--- src/include/aic_pkg.sv ---
// Package with register map, field positions and reset values of the channel processor.
`default_nettype none
package aic_pkg;
  localparam int unsigned AIC_NCH = 8;
  localparam int unsigned AIC_CHW = 3;
  localparam logic [11:0] AIC_RAW_MAX = 12'hFFF;
  localparam logic [11:0] AIC_RAW_4MA = 12'h333;
  localparam int unsigned AIC_SPAN_BYTES = 256;
  localparam logic [11:0] AIC_OFS_CTRL = 12'h000;
  localparam logic [11:0] AIC_OFS_ACTIVE = 12'h004;
  localparam logic [11:0] AIC_OFS_REPORT = 12'h008;
  localparam logic [11:0] AIC_OFS_RANGE = 12'h00C;
  localparam logic [11:0] AIC_OFS_FAULT = 12'h010;
  localparam logic [11:0] AIC_OFS_FAULT_CLR = 12'h014;
  localparam logic [11:0] AIC_OFS_IRQ_STAT = 12'h018;
  localparam logic [11:0] AIC_OFS_IRQ_CLR = 12'h01C;
  localparam logic [11:0] AIC_OFS_IRQ_EN = 12'h020;
  localparam logic [11:0] AIC_OFS_REF_START = 12'h024;
  localparam logic [11:0] AIC_OFS_STATUS = 12'h028;
  localparam logic [3:0] AIC_CH_REGION = 4'h1;
  localparam logic [2:0] AIC_CH_SL = 3'h0;
  localparam logic [2:0] AIC_CH_SH = 3'h1;
  localparam logic [2:0] AIC_CH_RL = 3'h2;
  localparam logic [2:0] AIC_CH_RH = 3'h3;
  localparam logic [2:0] AIC_CH_ALO = 3'h4;
  localparam logic [2:0] AIC_CH_AHI = 3'h5;
  localparam logic [2:0] AIC_CH_VAL = 3'h6;
  localparam int unsigned AIC_CTRL_HOLD = 0;
  localparam int unsigned AIC_IRQ_FAULT = 0;
  localparam int unsigned AIC_IRQ_LOST = 1;
  localparam logic [15:0] AIC_RST_ALO = 16'h8001;
  localparam logic [15:0] AIC_RST_AHI = 16'h7FFF;
  localparam logic [15:0] AIC_RST_REF = 16'h0000;
  typedef enum logic [2:0] {
    AIC_CAUSE_NONE = 3'b000,
    AIC_CAUSE_LOW = 3'b001,
    AIC_CAUSE_HIGH = 3'b010,
    AIC_CAUSE_UNDER = 3'b011,
    AIC_CAUSE_MODULE = 3'b100
  } aic_cause_e;
endpackage
`default_nettype wire

--- src/rtl/aic_channel_proc.sv ---
// Analog input channel processor: scaling, alarms, fault reports and APB registers.
// How it works
// - Enabled channel faults queue a controller message.
// - Report-disabled channels never queue messages.
// - Faults latch regardless of report enable.
// - Active channel samples are scaled and checked.
// - Inactive channel samples dropped, no faults.
// - Per-channel range bit selects 4-20 mA.
// - Raw samples are unsigned 12 bits.
// - Two point pairs configure linear scaling.
// - Unconfigured channels pass raw value through.
// - Low and high alarms compare scaled value.
// - Alarm after clear only beyond new threshold.
// - Hold-last keeps values when data stops.
// - Otherwise values are zeroed when data stops.
// - Channel table fits one 256-byte span.
// - References assigned from start address onward.
`timescale 1ns/100ps
`default_nettype none
module aic_channel_proc #(
  parameter int unsigned NCH = aic_pkg::AIC_NCH,
  parameter int unsigned CHW = aic_pkg::AIC_CHW
) (
  input wire logic pclk,
  input wire logic presetn,
  input wire logic ce,
  input wire logic psel,
  input wire logic penable,
  input wire logic pwrite,
  input wire logic [11:0] paddr,
  input wire logic [31:0] pwdata,
  input wire logic [3:0] pstrb,
  output logic [31:0] prdata,
  output logic pready,
  output logic pslverr,
  input wire logic raw_valid,
  input wire logic [CHW-1:0] raw_chan,
  input wire logic [11:0] raw_value,
  input wire logic [NCH-1:0] module_chan_fault,
  input wire logic module_data_lost,
  output logic out_valid,
  output logic [CHW-1:0] out_chan,
  output logic [15:0] out_value,
  output logic [15:0] out_ref,
  output logic fault_msg_valid,
  input wire logic fault_msg_ready,
  output logic [CHW-1:0] fault_msg_chan,
  output logic [2:0] fault_msg_cause,
  output logic irq
);
  import aic_pkg::*;

  // The table must fit in the span reserved for analog inputs.
  // An oversize table stops elaboration instead of aliasing channel slots.
  if (NCH * 2 > AIC_SPAN_BYTES || NCH > 8) begin : g_bad_span
    $error("channel table does not fit its span");
  end

  logic hold_r;
  logic [NCH-1:0] active_r, report_r, range_r, fault_r, pend_r, cfg_r;
  logic [1:0] irq_stat_r, irq_en_r;
  logic [15:0] ref_r;
  logic lost_r;
  logic signed [15:0] sl_r [NCH];
  logic signed [15:0] sh_r [NCH];
  logic [11:0] rl_r [NCH];
  logic [11:0] rh_r [NCH];
  logic signed [15:0] alo_r [NCH];
  logic signed [15:0] ahi_r [NCH];
  logic [15:0] val_r [NCH];
  logic [2:0] cause_r [NCH];
  logic out_valid_r;
  logic [CHW-1:0] out_chan_r;
  logic [15:0] out_value_r, out_ref_r;

  // APB decode; the slave answers in the access cycle with no wait states.
  wire wr = psel & penable & pwrite & ce;
  wire in_ch = (paddr[11:8] == AIC_CH_REGION);
  wire [CHW-1:0] a_ch = paddr[5+CHW-1:5];
  wire [2:0] a_off = paddr[4:2];
  // Slots past the last channel answer with an error, so software sees a short table.
  wire ch_ok = in_ch && (32'(a_ch) < NCH) && (32'(paddr[7:5]) < NCH) && (a_off <= AIC_CH_VAL);
  wire glob_ok = (paddr <= AIC_OFS_STATUS) && (paddr[1:0] == 2'b00);
  wire hit = ch_ok || glob_ok;
  wire full = (pstrb == 4'hF);
  wire wr_g = wr & full & glob_ok;
  wire wr_ctrl = wr_g && (paddr == AIC_OFS_CTRL);
  wire wr_act = wr_g && (paddr == AIC_OFS_ACTIVE);
  wire wr_rep = wr_g && (paddr == AIC_OFS_REPORT);
  wire wr_rng = wr_g && (paddr == AIC_OFS_RANGE);
  wire wr_fclr = wr_g && (paddr == AIC_OFS_FAULT_CLR);
  wire wr_iclr = wr_g && (paddr == AIC_OFS_IRQ_CLR);
  wire wr_ien = wr_g && (paddr == AIC_OFS_IRQ_EN);
  wire wr_ref = wr_g && (paddr == AIC_OFS_REF_START);
  wire wr_c = wr & full & ch_ok & in_ch;

  // Sample acceptance, scaling and fault detection for the sample's channel.
  wire go = ce & raw_valid & active_r[raw_chan];
  wire signed [15:0] scaled;
  wire signed [33:0] s_den = 34'($signed({22'h0, rh_r[raw_chan]}))
                           - 34'($signed({22'h0, rl_r[raw_chan]}));
  wire signed [33:0] s_num = (34'($signed({22'h0, raw_value}))
                           - 34'($signed({22'h0, rl_r[raw_chan]})))
                           * (34'(sh_r[raw_chan]) - 34'(sl_r[raw_chan]));
  wire signed [33:0] s_quo = (s_den == 34'sh0) ? 34'sh0 : s_num / s_den;
  wire signed [33:0] s_sum = s_quo + 34'(sl_r[raw_chan]);
  wire s_unity = !cfg_r[raw_chan] || (s_den == 34'sh0);
  assign scaled = s_unity ? $signed({4'h0, raw_value}) :
                  (s_sum > 34'sd32767) ? 16'sh7FFF :
                  (s_sum < -34'sd32768) ? 16'sh8000 : s_sum[15:0];
  // Thresholds are read live, so after a clear only the current limit can trip.
  wire f_low = scaled < alo_r[raw_chan];
  wire f_high = scaled > ahi_r[raw_chan];
  wire f_under = range_r[raw_chan] && (raw_value < AIC_RAW_4MA);
  wire f_mod = module_chan_fault[raw_chan];
  wire f_any = go & (f_low | f_high | f_under | f_mod);
  wire [2:0] f_cause = f_mod ? AIC_CAUSE_MODULE : f_under ? AIC_CAUSE_UNDER :
                       f_high ? AIC_CAUSE_HIGH : f_low ? AIC_CAUSE_LOW : AIC_CAUSE_NONE;
  wire f_new = f_any & ~fault_r[raw_chan];
  wire lost_rise = module_data_lost & ~lost_r;

  // Lowest pending channel is offered first; the controller can stall it.
  logic [CHW-1:0] msg_ch;
  always_comb begin
    msg_ch = '0;
    for (int i = NCH - 1; i >= 0; i--) begin
      if (pend_r[i]) begin
        msg_ch = CHW'(i);
      end
    end
  end
  wire msg_take = ce & fault_msg_valid & fault_msg_ready;

  genvar g;
  for (g = 0; g < NCH; g++) begin : g_ch
    wire sel = wr_c && (a_ch == CHW'(g));
    wire smp = go && (raw_chan == CHW'(g));
    always_ff @(posedge pclk or negedge presetn) begin
      if (!presetn) begin
        sl_r[g] <= 16'sh0000;
        sh_r[g] <= 16'sh0000;
        rl_r[g] <= 12'h000;
        rh_r[g] <= 12'h000;
        alo_r[g] <= AIC_RST_ALO;
        ahi_r[g] <= AIC_RST_AHI;
        cfg_r[g] <= 1'b0;
      end else begin
        if (sel && a_off == AIC_CH_SL) sl_r[g] <= pwdata[15:0];
        if (sel && a_off == AIC_CH_SH) sh_r[g] <= pwdata[15:0];
        if (sel && a_off == AIC_CH_RL) rl_r[g] <= pwdata[11:0];
        if (sel && a_off == AIC_CH_RH) rh_r[g] <= pwdata[11:0];
        if (sel && a_off == AIC_CH_ALO) alo_r[g] <= pwdata[15:0];
        if (sel && a_off == AIC_CH_AHI) ahi_r[g] <= pwdata[15:0];
        if (sel && a_off <= AIC_CH_RH) cfg_r[g] <= 1'b1;
      end
    end
    always_ff @(posedge pclk or negedge presetn) begin
      if (!presetn) begin
        val_r[g] <= 16'h0000;
        fault_r[g] <= 1'b0;
        pend_r[g] <= 1'b0;
        cause_r[g] <= AIC_CAUSE_NONE;
      end else if (ce) begin
        if (module_data_lost && !hold_r) begin
          val_r[g] <= 16'h0000;
        end else if (smp && !module_data_lost) begin
          val_r[g] <= scaled;
        end
        // A fault still present in the clearing cycle stays latched.
        if (smp && f_any) begin
          fault_r[g] <= 1'b1;
          if (!fault_r[g]) cause_r[g] <= f_cause;
        end else if (wr_fclr && pwdata[g]) begin
          fault_r[g] <= 1'b0;
        end
        if (smp && f_new && report_r[g]) begin
          pend_r[g] <= 1'b1;
        end else if (msg_take && msg_ch == CHW'(g)) begin
          pend_r[g] <= 1'b0;
        end
      end
    end
  end

  always_ff @(posedge pclk or negedge presetn) begin
    if (!presetn) begin
      hold_r <= 1'b0;
      active_r <= '0;
      report_r <= '0;
      range_r <= '0;
      irq_en_r <= 2'h0;
      ref_r <= AIC_RST_REF;
      lost_r <= 1'b0;
    end else if (ce) begin
      if (wr_ctrl) hold_r <= pwdata[AIC_CTRL_HOLD];
      if (wr_act) active_r <= pwdata[NCH-1:0];
      if (wr_rep) report_r <= pwdata[NCH-1:0];
      if (wr_rng) range_r <= pwdata[NCH-1:0];
      if (wr_ien) irq_en_r <= pwdata[1:0];
      if (wr_ref) ref_r <= pwdata[15:0];
      lost_r <= module_data_lost;
    end
  end

  // Status bits: a new event in the clearing cycle survives the clear.
  wire [1:0] irq_set = {lost_rise, f_new};
  always_ff @(posedge pclk or negedge presetn) begin
    if (!presetn) begin
      irq_stat_r <= 2'h0;
    end else if (ce) begin
      irq_stat_r <= irq_set | (irq_stat_r & ~(wr_iclr ? pwdata[1:0] : 2'h0));
    end
  end
  assign irq = |(irq_stat_r & irq_en_r);

  // Result stage toward the network controller.
  always_ff @(posedge pclk or negedge presetn) begin
    if (!presetn) begin
      out_valid_r <= 1'b0;
      out_chan_r <= '0;
      out_value_r <= 16'h0000;
      out_ref_r <= 16'h0000;
    end else if (ce) begin
      out_valid_r <= go & ~module_data_lost;
      if (go) begin
        out_chan_r <= raw_chan;
        out_value_r <= scaled;
        out_ref_r <= ref_r + 16'(raw_chan);
      end
    end
  end
  assign out_valid = out_valid_r;
  assign out_chan = out_chan_r;
  assign out_value = out_value_r;
  assign out_ref = out_ref_r;
  assign fault_msg_valid = |pend_r;
  assign fault_msg_chan = msg_ch;
  assign fault_msg_cause = cause_r[msg_ch];

  // Read mux; write-only registers and reserved global bits read as zero; 16-bit channel registers are sign-extended.
  wire [31:0] rd_ch = (a_off == AIC_CH_SL) ? 32'($signed(sl_r[a_ch])) :
                      (a_off == AIC_CH_SH) ? 32'($signed(sh_r[a_ch])) :
                      (a_off == AIC_CH_RL) ? {20'h0, rl_r[a_ch]} :
                      (a_off == AIC_CH_RH) ? {20'h0, rh_r[a_ch]} :
                      (a_off == AIC_CH_ALO) ? 32'($signed(alo_r[a_ch])) :
                      (a_off == AIC_CH_AHI) ? 32'($signed(ahi_r[a_ch])) :
                      32'($signed(val_r[a_ch]));
  wire [31:0] rd_g = (paddr == AIC_OFS_CTRL) ? {31'h0, hold_r} :
                     (paddr == AIC_OFS_ACTIVE) ? 32'(active_r) :
                     (paddr == AIC_OFS_REPORT) ? 32'(report_r) :
                     (paddr == AIC_OFS_RANGE) ? 32'(range_r) :
                     (paddr == AIC_OFS_FAULT) ? 32'(fault_r) :
                     (paddr == AIC_OFS_IRQ_STAT) ? {30'h0, irq_stat_r} :
                     (paddr == AIC_OFS_IRQ_EN) ? {30'h0, irq_en_r} :
                     (paddr == AIC_OFS_REF_START) ? {16'h0, ref_r} :
                     (paddr == AIC_OFS_STATUS) ? {31'h0, module_data_lost} : 32'h0;
  assign prdata = !(psel & penable & ~pwrite) ? 32'h0 :
                  ch_ok ? rd_ch : glob_ok ? rd_g : 32'h0;
  assign pready = 1'b1;
  assign pslverr = psel & penable & ~hit;

  a_inactive_drop: assert property (@(posedge pclk) disable iff (!presetn)
    ce && raw_valid && !active_r[raw_chan] && !fault_r[raw_chan]
    |=> !fault_r[$past(raw_chan)])
    else $error("inactive channel raised a fault");
  a_inactive_out: assert property (@(posedge pclk) disable iff (!presetn)
    ce && raw_valid && !active_r[raw_chan] |=> !out_valid)
    else $error("inactive channel produced data");
  a_report_gate: assert property (@(posedge pclk) disable iff (!presetn)
    ce && f_new && !report_r[raw_chan] && !pend_r[raw_chan] |=> !pend_r[$past(raw_chan)])
    else $error("message queued for report-disabled channel");
  a_report_set: assert property (@(posedge pclk) disable iff (!presetn)
    ce && f_new && report_r[raw_chan] |=> fault_msg_valid ##0 pend_r[$past(raw_chan)])
    else $error("enabled fault not queued");
  a_fault_latch: assert property (@(posedge pclk) disable iff (!presetn)
    ce && f_any |=> fault_r[$past(raw_chan)])
    else $error("detected fault not latched");
  a_unity_pass: assert property (@(posedge pclk) disable iff (!presetn)
    go && !cfg_r[raw_chan] |=> out_value == {4'h0, $past(raw_value)})
    else $error("unconfigured channel not unity scaled");
  a_zero_fill: assert property (@(posedge pclk) disable iff (!presetn)
    ce && module_data_lost && !hold_r |=> val_r[0] == 16'h0000)
    else $error("values not zeroed on data loss");
  a_hold_last: assert property (@(posedge pclk) disable iff (!presetn)
    ce && module_data_lost && hold_r |=> $stable(val_r[0]))
    else $error("held value changed during data loss");
  a_alarm_high: assert property (@(posedge pclk) disable iff (!presetn)
    go && scaled > ahi_r[raw_chan] && !fault_r[raw_chan] |=> fault_r[$past(raw_chan)]
    ##0 cause_r[$past(raw_chan)] != AIC_CAUSE_NONE)
    else $error("high alarm missed");
  a_irq_level: assert property (@(posedge pclk) disable iff (!presetn)
    ce && wr_iclr && irq_set == 2'h0 && (pwdata[1:0] | ~irq_en_r) == 2'h3 |=> !irq)
    else $error("interrupt still high after clear");

  // Further checks on scan, alarms, messages and data loss.
  a_alarm_low: assert property (@(posedge pclk) disable iff (!presetn)
    go && scaled < alo_r[raw_chan] |=> fault_r[$past(raw_chan)])
    else $error("low alarm missed");
  a_range_under: assert property (@(posedge pclk) disable iff (!presetn)
    go && range_r[raw_chan] && raw_value < AIC_RAW_4MA |=> fault_r[$past(raw_chan)])
    else $error("under-range current not latched");
  a_under_cause: assert property (@(posedge pclk) disable iff (!presetn)
    go && f_under && !f_mod && !fault_r[raw_chan] |=> cause_r[$past(raw_chan)] == AIC_CAUSE_UNDER)
    else $error("under-range cause wrong");
  a_module_cause: assert property (@(posedge pclk) disable iff (!presetn)
    go && f_mod && !fault_r[raw_chan] |=> cause_r[$past(raw_chan)] == AIC_CAUSE_MODULE)
    else $error("module fault cause wrong");
  a_active_data: assert property (@(posedge pclk) disable iff (!presetn)
    go && !module_data_lost |=> out_valid && out_chan == $past(raw_chan))
    else $error("active channel sample not delivered");
  a_inactive_keep: assert property (@(posedge pclk) disable iff (!presetn)
    ce && raw_valid && !active_r[raw_chan] |=> $stable(out_value))
    else $error("inactive channel changed the result");
  a_ref_assign: assert property (@(posedge pclk) disable iff (!presetn)
    go |=> out_ref == $past(ref_r) + 16'($past(raw_chan)))
    else $error("reference not start plus channel");
  a_msg_lowest: assert property (@(posedge pclk) disable iff (!presetn)
    fault_msg_valid |-> pend_r[fault_msg_chan]
    && (pend_r & ~({NCH{1'b1}} << fault_msg_chan)) == '0)
    else $error("offered message not lowest pending channel");
  a_lost_no_out: assert property (@(posedge pclk) disable iff (!presetn)
    ce && module_data_lost |=> !out_valid)
    else $error("result delivered during data loss");
  a_hold_last_hi: assert property (@(posedge pclk) disable iff (!presetn)
    ce && module_data_lost && hold_r |=> $stable(val_r[NCH-1]))
    else $error("held value of last channel changed");
  a_zero_fill_hi: assert property (@(posedge pclk) disable iff (!presetn)
    ce && module_data_lost && !hold_r |=> val_r[NCH-1] == 16'h0000)
    else $error("last channel not zeroed on data loss");
  a_lost_flag: assert property (@(posedge pclk) disable iff (!presetn)
    ce && lost_rise |=> irq_stat_r[AIC_IRQ_LOST])
    else $error("data loss status not set");
  a_ce_freeze: assert property (@(posedge pclk) disable iff (!presetn)
    !ce |=> $stable(fault_r) && $stable(pend_r) && $stable(irq_stat_r))
    else $error("state changed with clock enable low");
  c_fault_msg: cover property (@(posedge pclk) disable iff (!presetn) msg_take);
  c_scaled_out: cover property (@(posedge pclk) disable iff (!presetn)
    out_valid && cfg_r[out_chan]);
  c_data_lost: cover property (@(posedge pclk) disable iff (!presetn) lost_rise && hold_r);
  c_under_range: cover property (@(posedge pclk) disable iff (!presetn) go && f_under);
  c_clear_refault: cover property (@(posedge pclk) disable iff (!presetn)
    wr_fclr ##[1:20] f_new);
endmodule
`default_nettype wire

--- config.mk ---
export PLATFORM = sky130hd
export DESIGN_NAME = aic_channel_proc
export DESIGN_NICKNAME = d
export VERILOG_FILES = /design/src/include/aic_pkg.sv /design/src/rtl/aic_channel_proc.sv
export SDC_FILE = /design/constraint.sdc
export NUM_CORES = 2
export LEC_CHECK = 0
export BUFFER_PORTS_ARGS = -buffer_cell sky130_fd_sc_hd__buf_4
export CAP_MARGIN = 20
export CORE_MARGIN = 4
export CORE_UTILIZATION = 50
export CTS_BUF_LIST = sky130_fd_sc_hd__clkbuf_16
export DETAILED_ROUTE_END_ITERATION = 10
export PLACE_DENSITY = 0.71
export SYNTH_ARGS = -nofsm -noshare
export SYNTH_HDL_FRONTEND = slang
export SYNTH_SLANG_ARGS = --single-unit
export TNS_END_PERCENT = 50
--- constraint.sdc ---
create_clock -name pclk -period 138.9 [get_ports pclk]
set_input_delay 27.78 -clock pclk [delete_from_list [all_inputs] [get_ports pclk]]
set_output_delay 27.78 -clock pclk [all_outputs]
set_load 0.05 [all_outputs]
==> run_results.csv <==
group,metric,value,unit
global_route,grt_pass1_wl,454,mm
critical_path,crit_buf_inv,26,
cts,cts.clk_slew.worst_paths,0.06,ns
yosys,synth_area,94600,um2
global_route,grt_max_degree,182,
timing,max_freq,7.53,MHz
min_path,hold_start,"cfg_r[4]$_DFFE_PN0P_",
drt,vias,79400,
critical_path,reg2reg_from,"sl_r[2]$_DFFE_PN0P_",
global_route,first_global_vias,80000,
yosys,synth_edf_count,0,
final_layout,area_delta_synth_final,8.52,%
final_layout,seqCellArea,24200,um2
final_layout,fillers,16400,
critical_path,r2r_setup_slack,33.84,ns
critical_path,slowest_stage,"fa_1",
critical_path,path_max_fanout,66,
floorplanning,rows,159,
timing,drv_slew,0,
timing,hold_viol_final,0,
critical_path,startpoint_type,"primary input",
yosys,synth_top_area_frac,0.219,
cts,clockBufferDepth,3,
floorplanning,die_h,443,um
final_layout,final_common_cell,"mux2_2",
floorplanning,initial_core_util,0.503,
yosys,ys_ff_latch,962,
drt,drt-total-wl,293,mm
yosys,synthFlopType,"dfrtp_1",
timing,fin_crit_sh,0.956,
drt,first_pass_iters,8,
floorplanning,dieArea,196000,um2
cts,cts_tree,"done",
cts,hold_buffers,0,
final_layout,final_cell_mix,"mux2_2, nand2_1, dfrtp_1, ha_1, nor2_1",
critical_path,critPathTopFamily,"compound AO/OA/AOI/OAI gates",
global_route,grt_overflow,0,
timing,relSlewSlack,0.139,
yosys,yosys_warnings,0,
critical_path,critPathKind,"primary input to flop",
final_layout,layout-drive-gt1-share,0.210,
placement,place.port_buffers,140,
placement,place_congestion,0.955,
cts,htree_levels,3,
floorplanning,core_region_area,188000,um2
global_route,antenna_found_initial,11,
timing,tightest_slew,1.26,ns
min_path,min_to,"cfg_r[4]$_DFFE_PN0P_",
yosys,synth_top_cell_by_area,"dfrtp_1",
yosys,synthArstFlopShare,1.00,
cts,cts-root-buf,"clkbuf_16",
final_layout,nets,11000,
floorplanning,die_width,443,um
timing,finalCriticalPeriod,132.84,ns
final_layout,finalNonFillerCells,12500,
critical_path,arrival,133.38,ns
critical_path,crit_path_end_kind,"flop",
timing,fin_worst_skew,0.0291,ns
placement,place_ws,3.45,ns
run,maxCapViolCount,0,
drt,drcViolationCount,0,
floorplanning,ios,158,
yosys,postSynthAreaPerCell,9.66,um2
timing,setup_viol,0,
min_path,whs_path_depth,1,
yosys,synth_cell_types,118,
drt,drt_iter0_drc,6063,
global_route,track_usage,0.290,
critical_path,reg2reg_depth,391,
placement,dp_cells,12300,
cts,clkLatencyLatePin,0.68,ns
critical_path,critPathMostFrequentCell,"a21oi_1",
critical_path,worstReg2RegEnd,"cause_r[19]$_DFFE_PN0P_",
drt,vias_per_cell,6.35,
yosys,synth_seq_area_share,0.256,
cts,numCtsBuffers,93,
min_path,hold_class,"flop to flop",
drt,routedWlPerCell,23.4,um
cts,clkSinkCount,962,
yosys,synthTopCellsByArea,"dfrtp_1, mux2_2, ha_1",
yosys,syn_inst,9783,
critical_path,crit_path_max_incr_delay,0.86,ns
final_layout,multi_input_area,68000,um2
placement,dp_hpwl,216,mm
timing,post-route-worst-setup-slack,6.06,ns
drt,antenna_left,0,
timing,fin_tns_setup,0,ns
outcome,status,"finished clean",
critical_path,cp.required,139.44,ns
logic make-up after synthesis:
kind of cell	synth area share
other	0.0000794
flip-flops	0.256
buffers and inverters	0.0380
XOR/XNOR	0.0464
AO/OA/AOI/OAI	0.152
adder cells (fa/ha/maj)	0.148
AND/OR/NAND/NOR	0.133
multiplexers	0.227
stage by stage:
| stage | hold slack [ns] | utilization | cell area [um2] |
|---|---|---|---|
| after floorplan | 0.429 | - | 95400 |
| after global placement | 0.444 | 0.527 | 99200 |
| after detailed placement | 0.452 | 0.528 | 99200 |
| after CTS | 0.471 | 0.544 | 102000 |
| after global routing | 0.480 | 0.546 | 103000 |
| final | 0.467 | 0.546 | 103000 |
flip-flops by register name, summed over array words and instances, names as in the netlist, 3 cells and up:
| register | flops |
|---|---|
| active_r | 8 |
| ahi_r | 128 |
| alo_r | 128 |
| cause_r | 24 |
| cfg_r | 8 |
| fault_r | 8 |
| out_chan | 3 |
| out_ref | 16 |
| out_value | 16 |
| pend_r | 8 |
| range_r | 8 |
| ref_r | 16 |
| report_r | 8 |
| rh_r | 96 |
| rl_r | 96 |
| sh_r | 128 |
| sl_r | 128 |
| val_r | 128 |
worst max path at each step:
stage | startpoint | endpoint | slack, ns | cells past startpoint
final | raw_chan[1] | cause_r[19]$_DFFE_PN0P_ | 6.06 | 393
after global routing | raw_chan[1] | cause_r[19]$_DFFE_PN0P_ | -0.03 | 396
after CTS | raw_chan[1] | cause_r[19]$_DFFE_PN0P_ | 3.60 | 381
after detailed placement | raw_chan[1] | cause_r[19]$_DFFE_PN0P_ | 3.45 | 383
after global placement | raw_chan[1] | cause_r[16]$_DFFE_PN0P_ | 4.94 | 373
after floorplan | raw_chan[0] | cause_r[10]$_DFFE_PN0P_ | 20.81 | 426
cells in the mapped netlist, types with 18 or more instances:
cell type / instances
nand4_1: 79
mux4_2: 412
mux2_2: 937
inv_1: 435
o31ai_1: 64
o21bai_1: 63
nor2b_1: 113
a21o_1: 239
nand2b_1: 83
and3_1: 53
a22oi_1: 23
ha_1: 780
nand3_1: 138
a21oi_1: 534
clkbuf_1: 382
xnor2_1: 314
or3_1: 84
a21boi_0: 25
a221oi_1: 20
o21a_1: 199
o211ai_1: 66
o21ai_0: 450
nor2_1: 785
a211o_1: 26
fa_1: 212
buf_1: 78
a221o_1: 18
dfrtp_1: 826
or2_2: 41
a31oi_1: 103
nor3_1: 222
and2_1: 88
a211oi_1: 76
nand2_1: 884
xor2_1: 182
o21ai_1: 26
nor4_1: 40
mux2i_1: 146
dfstp_2: 136
worst register-to-register path, delay by kind of cell, from the launching register on:
family	cells	cell delay, ns
AO/OA/AOI/OAI	207	54.14
XOR/XNOR	4	0.84
adder cells (fa/ha/maj)	40	13.65
buffers and inverters	24	5.46
flip-flops	1	0.41
multiplexers	8	3.24
AND/OR/NAND/NOR	108	27.18
final cells by class:
| class | count | area share |
|---|---|---|
| multi-input cells | 8123 | 0.662 |
| flip-flops and latches | 962 | 0.236 |
| well taps | 2495 | 0.0304 |
| repair buffers | 310 | 0.0251 |
| clock buffers | 97 | 0.0237 |
| inverters | 438 | 0.0160 |
| clock inverters | 79 | 0.00596 |
| diodes | 6 | 0.000146 |
per-layer routing:
layer / share of wire / GRT usage / vias to the layer above
li1: - / - / 36000
met1: 0.39 / 0.356 / 39300
met2: 0.47 / 0.486 / 3254
met3: 0.070 / 0.0455 / 836
met4: 0.065 / 0.165 / 4
met5: 0.000096 / 0 / -
timing repair:
action,CTS,global route
setup buffers,0,0
resized for setup,0,26
setup endpoints to repair,0,185
Power is not shown: default switching activity piles up to over one toggle a cycle in this logic, so the estimate is an artifact.
